[src/verilog/etfc_map.svh]
/*
 * register indices, field positions, reset values and frame figures
 * for the test and frame-format control block.
 * assumes: included by bare name from the module and the bench.
 */
`ifndef ETFC_MAP_SVH
`define ETFC_MAP_SVH
// register indices, byte address is four times the index
`define ETFC_IDX_TEST 8'h20
`define ETFC_IDX_CFG1 8'h21
`define ETFC_IDX_STAT 8'h28
// reset values
`define ETFC_TEST_RST 8'h00
`define ETFC_CFG1_RST 8'h00
`define ETFC_STAT_RST 8'h00
// writable bits of the test register, top bit reserved
`define ETFC_TEST_WMASK 8'h7F
// test register fields
`define ETFC_T_FIFO 6
`define ETFC_T_DIR 5
`define ETFC_T_SST 4
`define ETFC_T_SIM 3
`define ETFC_T_FOVR 2
`define ETFC_T_FUND 1
`define ETFC_T_LOOPBACK_ENABLE 0
// frame config fields
`define ETFC_C_PAD 7
`define ETFC_C_VAD 6
`define ETFC_C_P64 5
`define ETFC_C_FCS 4
`define ETFC_C_FULL 3
`define ETFC_C_LCHK 2
`define ETFC_C_UNB 1
`define ETFC_C_HDR 0
// status fields, write one to clear
`define ETFC_S_ROVR 0
`define ETFC_S_TUND 1
`define ETFC_S_TLEN 2
`define ETFC_S_RLEN 3
`define ETFC_S_RLONG 4
`define ETFC_STAT_MASK 8'h1F
// frame figures in bytes
`define ETFC_PAD_MIN 11'h03C
`define ETFC_PAD_VLAN 11'h040
`define ETFC_VLAN_TPID 16'h8100
`define ETFC_LEN_MAX 16'h05DC
`define ETFC_DATA_MIN 16'h002E
`define ETFC_HDR_LEN 11'h004
`define ETFC_ETH_HDR 16'h000E
`define ETFC_FCS_LEN 16'h0004
// frame check sequence
`define ETFC_CRC_INIT 32'hFFFFFFFF
`define ETFC_CRC_POLY 32'hEDB88320
`endif

[src/verilog/etfc_pkg.sv]
/*
 * types shared by the test and frame-format control block.
 * assumes: nothing beyond the map header.
 */
package etfc_pkg;
	// one byte of a frame stream with its end mark
	typedef struct packed {
		logic [7:0] data;
		logic last;
	} etfc_byte_s;
	// one received byte towards the receive fifo
	typedef struct packed {
		logic [7:0] data;
		logic last;
		logic err;
	} etfc_rxb_s;
	// transmit framer states
	typedef enum logic [1:0] {
		TX_IDLE,
		TX_DATA,
		TX_PAD,
		TX_FCS
	} etfc_txst_e;
endpackage

[src/verilog/etfc_top.sv]
/*
 * test controls and frame-format configuration of the ethernet mac:
 * ahb-lite register slave, transmit framer with pad and fcs, receive
 * path with loopback, overrun discard and length checks.
 * assumes: phy receive pins arrive asynchronous, all else on hclk.
 */
// Added by the designer: the AHB-Lite interface to the registers.
// Function
// - rx packet event regardless of cpu halt
// - reset restores all register defaults
// - unused locations ignore writes, read zero
// - test bit 7 reserved, reads zero
// - test bit 6 selects fifo test mode
// - test bit 5 picks rx or tx fifo
// - test bit 4 shortens slot timer
// - test bit 3 applies simulation reset
// - test bit 2 forces rx overrun
// - test bit 1 forces tx underrun
// - test bit 0 loops tx into rx
// - pad enable extends short frames with zeros
// - vlan autodetect compares type with 8100
// - plain padding gives 60 plus fcs
// - pad_to_64 gives 64 plus fcs
// - autodetect pads 60 or 64 by tag
// - fcs appended when enabled or when padding, none otherwise
// - bit 3 full duplex disables csma/cd
// - bit 2 checks length field against frame
// - bit 1 lifts receive max frame limit
// - bit 0 skips four-byte header in fcs
// - after overrun drop packets until cleared
`include "etfc_map.svh"
module etfc_top import etfc_pkg::*; (
	// clock and reset
	input wire logic hclk,
	input wire logic hresetn,
	// ahb-lite slave
	input wire logic hsel,
	input wire logic [31:0] haddr,
	input wire logic [1:0] htrans,
	input wire logic hwrite,
	input wire logic [2:0] hsize,
	input wire logic [31:0] hwdata,
	input wire logic hready,
	output logic hreadyout,
	output logic hresp,
	output logic [31:0] hrdata,
	// transmit bytes from the tx fifo
	input wire logic tx_in_valid,
	input wire etfc_byte_s tx_in,
	output logic tx_in_ready,
	// transmit bytes towards the phy
	output logic tx_out_valid,
	output etfc_byte_s tx_out,
	input wire logic tx_out_ready,
	// receive pins from the phy
	input wire logic rx_pin_valid,
	input wire etfc_byte_s rx_pin,
	// receive bytes into the rx fifo
	output logic rx_out_valid,
	output etfc_rxb_s rx_out,
	input wire logic rx_fifo_ready,
	output logic rx_packet_event,
	// receive size limit
	input wire logic [15:0] max_frame_length,
	// mode levels for the rest of the mac
	output logic fifo_test_mode,
	output logic fifo_direction_select,
	output logic slot_timer_shortcut,
	output logic simulation_reset,
	output logic duplex_full,
	output logic csma_cd_enable,
	output logic length_field_check,
	output logic unbounded_frame_enable
);

	// crc-32 over one byte, lsb first
	function automatic logic [31:0] crc_step(input logic [31:0] c,
		input logic [7:0] d);
		logic [31:0] r;
		r = c;
		for (int i = 0; i < 8; i++) begin
			if (r[0] ^ d[i]) begin
				r = (r >> 1) ^ `ETFC_CRC_POLY;
			end else begin
				r = r >> 1;
			end
		end
		return r;
	endfunction

	// byte address of a register index
	function automatic logic [7:0] reg_addr(input logic [7:0] idx);
		return {idx[5:0], 2'b00};
	endfunction

	// length field present and disagreeing with the data length
	function automatic logic len_bad(input logic [15:0] f,
		input logic [15:0] d);
		return (f <= `ETFC_LEN_MAX) &&
			((d < f) || ((d > f) && (d > `ETFC_DATA_MIN)));
	endfunction

	// registers
	logic [7:0] test_r; // test controls
	logic [7:0] cfg_r; // frame format controls
	logic [7:0] stat_r; // sticky event flags
	logic [7:0] stat_set; // events this cycle
	// bus state
	logic wr_pend_r; // write data phase
	logic rd_pend_r; // read wait cycle
	logic [7:0] addr_r; // latched byte address
	logic [31:0] hrdata_r; // read data
	wire ap = hsel && htrans[1] && hready;
	wire sel_test = addr_r == reg_addr(`ETFC_IDX_TEST);
	wire sel_cfg = addr_r == reg_addr(`ETFC_IDX_CFG1);
	wire sel_stat = addr_r == reg_addr(`ETFC_IDX_STAT);
	wire [31:0] rd_mux = sel_test ? {24'h000000, test_r} :
		sel_cfg ? {24'h000000, cfg_r} :
		sel_stat ? {24'h000000, stat_r} : 32'h00000000;
	wire [7:0] stat_clr = (wr_pend_r && sel_stat) ?
		hwdata[7:0] : 8'h00;
	// control decode
	wire sim_rst = test_r[`ETFC_T_SIM];
	wire loopback_enable = test_r[`ETFC_T_LOOPBACK_ENABLE];
	wire pad_en = cfg_r[`ETFC_C_PAD];
	wire fcs_en = cfg_r[`ETFC_C_FCS] || pad_en;
	wire [10:0] hdr = cfg_r[`ETFC_C_HDR] ? `ETFC_HDR_LEN : 11'h000;

	// address phase capture; reads take one wait cycle so that a
	// write just before is already visible
	always_ff @(posedge hclk or negedge hresetn) begin
		if (!hresetn) begin
			wr_pend_r <= 1'b0;
			rd_pend_r <= 1'b0;
			addr_r <= 8'h00;
		end else begin
			wr_pend_r <= ap && hwrite;
			rd_pend_r <= ap && !hwrite;
			if (ap) begin
				addr_r <= haddr[7:0];
			end
		end
	end

	// read data loaded during the wait cycle
	always_ff @(posedge hclk or negedge hresetn) begin
		if (!hresetn) begin
			hrdata_r <= 32'h00000000;
		end else if (rd_pend_r) begin
			hrdata_r <= rd_mux;
		end
	end

	// register writes; reserved and unused bits dropped
	always_ff @(posedge hclk or negedge hresetn) begin
		if (!hresetn) begin
			test_r <= `ETFC_TEST_RST;
			cfg_r <= `ETFC_CFG1_RST;
			stat_r <= `ETFC_STAT_RST;
		end else begin
			if (wr_pend_r && sel_test) begin
				test_r <= hwdata[7:0] & `ETFC_TEST_WMASK;
			end
			if (wr_pend_r && sel_cfg) begin
				cfg_r <= hwdata[7:0];
			end
			// set wins over a clear in the same cycle
			stat_r <= ((stat_r & ~stat_clr) | stat_set) & `ETFC_STAT_MASK;
		end
	end

	assign hreadyout = !rd_pend_r;
	assign hresp = 1'b0;
	assign hrdata = hrdata_r;
	// mode levels straight from the registers
	assign fifo_test_mode = test_r[`ETFC_T_FIFO];
	assign fifo_direction_select = test_r[`ETFC_T_DIR];
	assign slot_timer_shortcut = test_r[`ETFC_T_SST];
	assign simulation_reset = sim_rst;
	assign duplex_full = cfg_r[`ETFC_C_FULL];
	assign csma_cd_enable = !cfg_r[`ETFC_C_FULL];
	assign length_field_check = cfg_r[`ETFC_C_LCHK];
	assign unbounded_frame_enable = cfg_r[`ETFC_C_UNB];

	// transmit framer
	etfc_txst_e tx_st_r; // framer state
	logic [10:0] pos_r; // bytes sent this frame, header included
	logic [31:0] crc_r; // running crc
	logic [1:0] fcnt_r; // fcs byte index
	logic [7:0] type_hi_r; // first length/type byte
	logic [15:0] type_r; // full length/type field
	logic vlan_r; // frame carries a vlan tag
	logic out_v_r; // output byte held
	etfc_byte_s out_r; // output byte
	wire adv = !out_v_r || tx_out_ready;
	wire fire = tx_out_valid && tx_out_ready;
	wire [10:0] bidx = pos_r - hdr;
	wire in_body = pos_r >= hdr;
	wire vlan_now = (bidx == 11'd13) && in_body &&
		({type_hi_r, tx_in.data} == `ETFC_VLAN_TPID);
	// pad target chosen by the autodetect and fixed-64 controls
	wire [10:0] pad_tgt = cfg_r[`ETFC_C_VAD] ?
		((vlan_r || vlan_now) ? `ETFC_PAD_VLAN : `ETFC_PAD_MIN) :
		(cfg_r[`ETFC_C_P64] ? `ETFC_PAD_VLAN : `ETFC_PAD_MIN);
	wire take = tx_in_valid && tx_in_ready;
	wire need_pad = pad_en && ((bidx + 11'd1) < pad_tgt);
	wire [31:0] fcs = ~crc_r;
	wire [15:0] tx_dlen = 16'(bidx) + 16'd1 - `ETFC_ETH_HDR;
	assign tx_in_ready = adv && !sim_rst &&
		(tx_st_r == TX_IDLE || tx_st_r == TX_DATA);
	assign tx_out_valid = out_v_r;
	assign tx_out = out_r;

	// framer sequence: data, optional pad, optional fcs
	always_ff @(posedge hclk or negedge hresetn) begin
		if (!hresetn) begin
			tx_st_r <= TX_IDLE;
			pos_r <= 11'h000;
			crc_r <= `ETFC_CRC_INIT;
			fcnt_r <= 2'd0;
			type_hi_r <= 8'h00;
			type_r <= 16'h0000;
			vlan_r <= 1'b0;
			out_v_r <= 1'b0;
			out_r <= '0;
		end else if (sim_rst) begin
			tx_st_r <= TX_IDLE;
			pos_r <= 11'h000;
			crc_r <= `ETFC_CRC_INIT;
			vlan_r <= 1'b0;
			out_v_r <= 1'b0;
		end else if (adv) begin
			case (tx_st_r)
				TX_IDLE, TX_DATA: begin
					out_v_r <= take;
					if (take) begin
						out_r.data <= tx_in.data;
						out_r.last <= tx_in.last && !need_pad && !fcs_en;
						pos_r <= pos_r + 11'd1;
						if (in_body) begin
							crc_r <= crc_step(crc_r, tx_in.data);
						end
						if (bidx == 11'd12 && in_body) begin
							type_hi_r <= tx_in.data;
						end
						if (bidx == 11'd13 && in_body) begin
							type_r <= {type_hi_r, tx_in.data};
							vlan_r <= vlan_now;
						end
						if (!tx_in.last) begin
							tx_st_r <= TX_DATA;
						end else if (need_pad) begin
							tx_st_r <= TX_PAD;
						end else if (fcs_en) begin
							tx_st_r <= TX_FCS;
							fcnt_r <= 2'd0;
						end else begin
							tx_st_r <= TX_IDLE;
							pos_r <= 11'h000;
							crc_r <= `ETFC_CRC_INIT;
							vlan_r <= 1'b0;
						end
					end
				end
				TX_PAD: begin
					// zero bytes up to the target, then fcs
					out_v_r <= 1'b1;
					out_r.data <= 8'h00;
					out_r.last <= 1'b0;
					crc_r <= crc_step(crc_r, 8'h00);
					pos_r <= pos_r + 11'd1;
					if ((bidx + 11'd1) >= pad_tgt) begin
						tx_st_r <= TX_FCS;
						fcnt_r <= 2'd0;
					end
				end
				TX_FCS: begin
					// fcs sent low byte first
					out_v_r <= 1'b1;
					out_r.data <= fcs[8*fcnt_r +: 8];
					out_r.last <= fcnt_r == 2'd3;
					fcnt_r <= fcnt_r + 2'd1;
					if (fcnt_r == 2'd3) begin
						tx_st_r <= TX_IDLE;
						pos_r <= 11'h000;
						crc_r <= `ETFC_CRC_INIT;
						vlan_r <= 1'b0;
					end
				end
				default: begin
					tx_st_r <= TX_IDLE;
					out_v_r <= 1'b0;
				end
			endcase
		end
	end

	// transmit events: starved mid-frame, forced underrun, bad length
	wire tx_und = (tx_st_r == TX_DATA && adv && !tx_in_valid) ||
		(test_r[`ETFC_T_FUND] && tx_st_r != TX_IDLE);
	wire tx_len = take && tx_in.last && cfg_r[`ETFC_C_LCHK] &&
		(bidx > 11'd13) && len_bad(type_r, tx_dlen);

	// receive pin synchroniser
	logic rxv_s1_r, rxv_s2_r; // valid stages
	etfc_byte_s rxb_s1_r, rxb_s2_r; // byte stages
	always_ff @(posedge hclk or negedge hresetn) begin
		if (!hresetn) begin
			rxv_s1_r <= 1'b0;
			rxv_s2_r <= 1'b0;
			rxb_s1_r <= '0;
			rxb_s2_r <= '0;
		end else begin
			rxv_s1_r <= rx_pin_valid;
			rxv_s2_r <= rxv_s1_r;
			rxb_s1_r <= rx_pin;
			rxb_s2_r <= rxb_s1_r;
		end
	end

	// receive source: own transmit output in loopback
	wire src_v = loopback_enable ? fire : rxv_s2_r;
	etfc_byte_s src;
	assign src = loopback_enable ? tx_out : rxb_s2_r;
	logic rx_frame_r; // inside a frame
	logic rx_drop_r; // rest of frame discarded
	logic [15:0] rcnt_r; // bytes received
	logic [7:0] rtype_hi_r; // first length/type byte
	logic [15:0] rtype_r; // length/type field
	logic rov_r; // byte deliverable
	etfc_rxb_s rout_r; // byte towards fifo
	logic rev_r; // packet event
	wire [15:0] rbody = rcnt_r - 16'(hdr);
	wire ovr_now = (src_v && !rx_fifo_ready) ||
		test_r[`ETFC_T_FOVR];
	// discard a new frame while the overrun flag stands
	wire drop = rx_frame_r ? rx_drop_r : stat_r[`ETFC_S_ROVR];
	wire keep = src_v && !drop && !ovr_now && !sim_rst;
	wire rx_long = !cfg_r[`ETFC_C_UNB] &&
		(rcnt_r >= max_frame_length);
	wire rx_len = cfg_r[`ETFC_C_LCHK] && rbody > 16'd13 &&
		len_bad(rtype_r, rbody + 16'd1 - `ETFC_ETH_HDR - `ETFC_FCS_LEN);
	wire rx_end = keep && src.last;

	// receive frame tracking and delivery
	always_ff @(posedge hclk or negedge hresetn) begin
		if (!hresetn) begin
			rx_frame_r <= 1'b0;
			rx_drop_r <= 1'b0;
			rcnt_r <= 16'h0000;
			rtype_hi_r <= 8'h00;
			rtype_r <= 16'h0000;
			rov_r <= 1'b0;
			rout_r <= '0;
			rev_r <= 1'b0;
		end else if (sim_rst) begin
			rx_frame_r <= 1'b0;
			rx_drop_r <= 1'b0;
			rcnt_r <= 16'h0000;
			rov_r <= 1'b0;
			rev_r <= 1'b0;
		end else begin
			rov_r <= keep;
			rev_r <= rx_end;
			if (src_v) begin
				rx_frame_r <= !src.last;
				rx_drop_r <= (drop || ovr_now) && !src.last;
				rcnt_r <= src.last ? 16'h0000 : rcnt_r + 16'd1;
				if (rbody == 16'd12) begin
					rtype_hi_r <= src.data;
				end
				if (rbody == 16'd13) begin
					rtype_r <= {rtype_hi_r, src.data};
				end
			end
			if (keep) begin
				rout_r.data <= src.data;
				rout_r.last <= src.last;
				rout_r.err <= src.last && (rx_long || rx_len);
			end
		end
	end

	assign rx_out_valid = rov_r;
	assign rx_out = rout_r;
	assign rx_packet_event = rev_r;
	// sticky event sources
	always_comb begin
		stat_set = 8'h00;
		stat_set[`ETFC_S_ROVR] = ovr_now && !sim_rst;
		stat_set[`ETFC_S_TUND] = tx_und && !sim_rst;
		stat_set[`ETFC_S_TLEN] = tx_len && !sim_rst;
		stat_set[`ETFC_S_RLEN] = rx_end && rx_len;
		stat_set[`ETFC_S_RLONG] = rx_end && rx_long;
	end

	// bytes sent in the current frame, for checks
	logic [10:0] ocnt_r;
	always_ff @(posedge hclk or negedge hresetn) begin
		if (!hresetn) begin
			ocnt_r <= 11'h000;
		end else if (sim_rst || (fire && tx_out.last)) begin
			ocnt_r <= 11'h000;
		end else if (fire) begin
			ocnt_r <= ocnt_r + 11'd1;
		end
	end

	rsv_bit_a: assert property (@(posedge hclk) disable iff (!hresetn)
		rd_pend_r && sel_test |=> hrdata[31:7] == 25'h0000000)
		else $error("reserved test bit read nonzero");
	unmapped_zero_a: assert property (@(posedge hclk)
		disable iff (!hresetn)
		rd_pend_r && !sel_test && !sel_cfg && !sel_stat |=> hrdata == 0)
		else $error("unmapped read not zero");
	duplex_wr_a: assert property (@(posedge hclk) disable iff (!hresetn)
		wr_pend_r && sel_cfg |=> duplex_full == $past(hwdata[3]) &&
		csma_cd_enable == !$past(hwdata[3]))
		else $error("duplex mode not taken from write");
	sim_clear_a: assert property (@(posedge hclk) disable iff (!hresetn)
		sim_rst |=> tx_st_r == TX_IDLE && !tx_out_valid && !rx_out_valid)
		else $error("simulation reset left datapath busy");
	loop_path_a: assert property (@(posedge hclk) disable iff (!hresetn)
		loopback_enable && fire && !drop && !ovr_now && !sim_rst |=>
		rx_out_valid && rx_out.data == $past(tx_out.data))
		else $error("loopback byte not received");
	ovr_drop_a: assert property (@(posedge hclk) disable iff (!hresetn)
		stat_r[`ETFC_S_ROVR] && !rx_frame_r && src_v |=> !rx_out_valid)
		else $error("packet accepted during overrun");
	pad_min_a: assert property (@(posedge hclk) disable iff (!hresetn)
		fire && tx_out.last && pad_en && !cfg_r[6] && !cfg_r[5] |->
		ocnt_r + 11'd1 >= `ETFC_PAD_MIN + 11'd4 + hdr)
		else $error("padded frame under 64 bytes");
	pad_long_a: assert property (@(posedge hclk) disable iff (!hresetn)
		fire && tx_out.last && pad_en && !cfg_r[6] && cfg_r[5] |->
		ocnt_r + 11'd1 >= `ETFC_PAD_VLAN + 11'd4 + hdr)
		else $error("padded frame under 68 bytes");
	fcs_tail_a: assert property (@(posedge hclk) disable iff (!hresetn)
		adv && !sim_rst && tx_st_r == TX_FCS && fcnt_r == 2'd3 |=>
		tx_out_valid && tx_out.last && tx_st_r == TX_IDLE)
		else $error("fcs tail not ended with last");
	rx_event_a: assert property (@(posedge hclk) disable iff (!hresetn)
		rx_out_valid && rx_out.last |-> rx_packet_event)
		else $error("packet end without receive event");
endmodule // etfc_top

[config.mk]
export PLATFORM = sky130hd
export DESIGN_NAME = etfc_top
export DESIGN_NICKNAME = d
export VERILOG_FILES = /design/src/verilog/etfc_pkg.sv /design/src/verilog/etfc_top.sv
export VERILOG_INCLUDE_DIRS = /design/src /design/src/verilog
export SDC_FILE = /design/constraint.sdc
export NUM_CORES = 1
export LEC_CHECK = 0
export BUFFER_PORTS_ARGS = -buffer_cell sky130_fd_sc_hd__buf_4
export CAP_MARGIN = 20
export CORE_ASPECT_RATIO = 0.75
export CORE_MARGIN = 3
export CORE_UTILIZATION = 45
export CTS_CLUSTER_DIAMETER = 100
export DETAILED_ROUTE_END_ITERATION = 8
export HOLD_SLACK_MARGIN = 0.06
export PLACE_DENSITY = 0.76
export SYNTH_ARGS = -nofsm -noshare
export SYNTH_HDL_FRONTEND = slang
export SYNTH_SLANG_ARGS = --single-unit
[constraint.sdc]
create_clock -name hclk -period 3.8 [get_ports hclk]
set_input_delay 0.76 -clock hclk [delete_from_list [all_inputs] [get_ports hclk]]
set_output_delay 0.76 -clock hclk [all_outputs]
set_load 0.05 [all_outputs]
==> metrics.txt <==
Pleak=6.76 nW; critical path class=reg2reg; H-tree levels=4; Synth Register Bits=194; Post-synth EDFFs=0; largest net degree at the start of global routing=86; Root Driver=clkbuf_16; post-DR vias/cell=5.79; most common library cells after synthesis=162 x dfrtp_1, 132 x nor2_1, 110 x xnor2_1, 97 x o21ai_0, 76 x nand2_1; die width=203 um; hold_ws=0.350 ns; final slew viol count=0; gr usage total=0.232; first-pass GRT wire length=57900 um; crit start category=register; clock skew=0.0173 ns; post-synth top area cell=dfrtp_1; Routed WL per cell=19.3 um; Ys Warns=0; Worst Setup End Kind=register; CP top delay family=simple AND/OR/NAND/NOR gates; fin worst setup slack=-0.0785 ns; Final Net Count=1698; DR iter-0 viols=1146; Max Freq=0.258 GHz; Final setup viols=3; Worst EP arrival=4.25 ns; ANT cells=0; clk sinks=194; port bufs=99; Worst VDD drop=0.000424 V; failing checks=negative setup slack; RSZ-0062 raised after global routing=yes; via count of the first global-routing pass=10500; slew margin rel.=0.293; most common cell in the synthesized netlist=dfrtp_1; Fin. Hold Viols=0; CP required=4.18 ns; Period minus WS final=3.88 ns; worst-path maximum fanout=3; ys async rst share=1.00; Mapped Avg Cell Area=9.41 sq um; CTS tree=done; Critical path buffers and inverters=0; CTS clk-pin slew, worst paths=0.08 ns; Synth cell types=81; Synth Instances=1392; wirelength, routed=37000 um; Hold Path Class=in2async; synthesized cell area=13100 sq um; Vias=11100; cts bufs inserted=17; fillers=2454; # IOs=177; synthesis-to-finish area growth=17.9%; main area contributors after synthesis=dfrtp_1 31%, xnor2_1 7.4%, dfstp_2 6.4%; Worst Max-Slew Pin Slew=1.05 ns; max_cap viols=0; Die Area=31200 sq um; Hold Buf Count CTS=0; initial core utilization=0.463; TritonRoute pass-1 iters=6; Row Count=53; post-DP HPWL=27300 um; Critical Path Max Stage Delay=0.52 ns; number of nets with antenna violations after routing=0; placed insts=1878; Congestion Overflow GR=0; routability cong.=0.954; critical path cell sequence=or3_4, or4_4, xor2_4, nand4b_1, or2_4, nor2_4, nand4_1, nor2b_4, a21o_1, ha_4, nand4_1, nor2_1, nor2_1, o2111ai_2, o221a_2, o21ai_0; sequential area share after synthesis=0.374; Longest Clk Path Bufs=2; slowest stage cell, crit path=or4_4; Layout Cells excl Fill=1918; chip height=154 um; initial antenna violation count=0; Skew-Pair Late Insertion Delay=0.45 ns; share of the synthesized area in the top cell type=0.309; Setup TNS=-0.180 ns; PwrDens=569 nW/um^2; DRC viols=0; layout cell share with drive strength beyond 1=0.251; FF-to-FF setup slack=-0.08 ns; core area=28300 sq um; status=finished with violations; Synth Flop Type=dfrtp_1; Final period util=1.02
[power by group]
| part | internal [W] | leakage [nW] | total (W) | switching [W] |
|---|---|---|---|---|
| Sequential | 0.00241 | 2.43 | 0.00282 | 0.000416 |
| Clock | 0.000905 | 0.287 | 0.00185 | 0.000943 |
| Combinational | 0.00180 | 4.05 | 0.00413 | 0.00232 |
[metrics by stage]
step	util	total power, W	area [sq um]	worst slack, ns
3_3_place_gp	0.516	0.00678	14600	-0.0445
4_1_cts	0.538	0.00872	15200	0.00125
5_1_grt	0.546	0.00925	15500	-0.233
3_5_place_dp	0.516	0.00686	14600	-0.129
6_report	0.546	0.00880	15500	-0.0785
2_1_floorplan	-	0.00583	13300	-0.0104
[area by class of cell]
type | instances | area, sq um | share of cell area
multi-input combinational | 1048 | 7800 | 0.505
sequential | 194 | 4900 | 0.317
timing repair buffer | 182 | 1390 | 0.0899
tap | 385 | 482 | 0.0312
clock buffer | 18 | 439 | 0.0284
inverter | 77 | 289 | 0.0187
clock inverter | 14 | 160 | 0.0104
[logic make-up (layout without fill, tap and decap cells)]
logic type      count (synthesis)  after routing  share of synthesized area
simple gates                  385            385                      0.149
compound gates                318            318                      0.158
flops                         194            194                      0.374
buf+inv                       174            291                     0.0583
xor+xnor                      165            165                      0.112
mux                            89             89                     0.0854
fa+ha+maj                      66             66                     0.0630
other cells                     1             25                   0.000286
[state kept, by name (all words and copies together), names as in the netlist, 2 cells and up]
| register | count |
|---|---|
| addr_r | 8 |
| cfg_r | 8 |
| crc_r | 32 |
| fcnt_r | 2 |
| hrdata | 8 |
| pos_r | 11 |
| rcnt_r | 16 |
| rtype_hi_r | 8 |
| rtype_r | 16 |
| rx_out | 10 |
| rxb_s1_r | 9 |
| rxb_s2_r | 9 |
| stat_r | 5 |
| test_r | 7 |
| tx_out | 9 |
| tx_st_r | 2 |
| type_hi_r | 8 |
| type_r | 16 |
[layout by cell type (no fill, tap or decap), drive strengths merged, types with 53 or more instances in the layout]
cell type / Yosys / layout
buf: 30 / 181
ha: 66 / 66
xor2: 53 / 53
nor2: 132 / 132
o21ai: 97 / 97
xnor2: 110 / 110
nand2: 78 / 78
a21oi: 56 / 56
mux2: 72 / 72
inv: 75 / 83
dfrtp: 162 / 162
[layer usage]
layer  track usage  share of wire  vias up
li1              -              -     5140
met1         0.345           0.47     5446
met2         0.346           0.43      470
met3        0.0542          0.079       47
met4        0.0468          0.013        0
met5             0              0        -
[repair_timing]
action                     in CTS  in global routing
setup endpoints to repair       6                  7
gates resized for setup         8                 31
pin swaps                       3                 21
setup buffers                   0                  8
hold endpoints to repair        0                  0
[final timing paths]
check	endpoint	depth (start not counted)	startpoint
min reg2reg	rxb_s2_r[4]	0	rxb_s1_r[4]
max	fcnt_r[1]	16	pos_r[6]
min	rxb_s1_r[7]	1	hresetn
min in group hclk	rxb_s2_r[4]	0	rxb_s1_r[4]
max reg2reg	fcnt_r[1]	16	pos_r[6]
max in group asynchronous	crc_r[4]	2	hresetn
No activity file was read; power rests on OpenSTA's default activity.
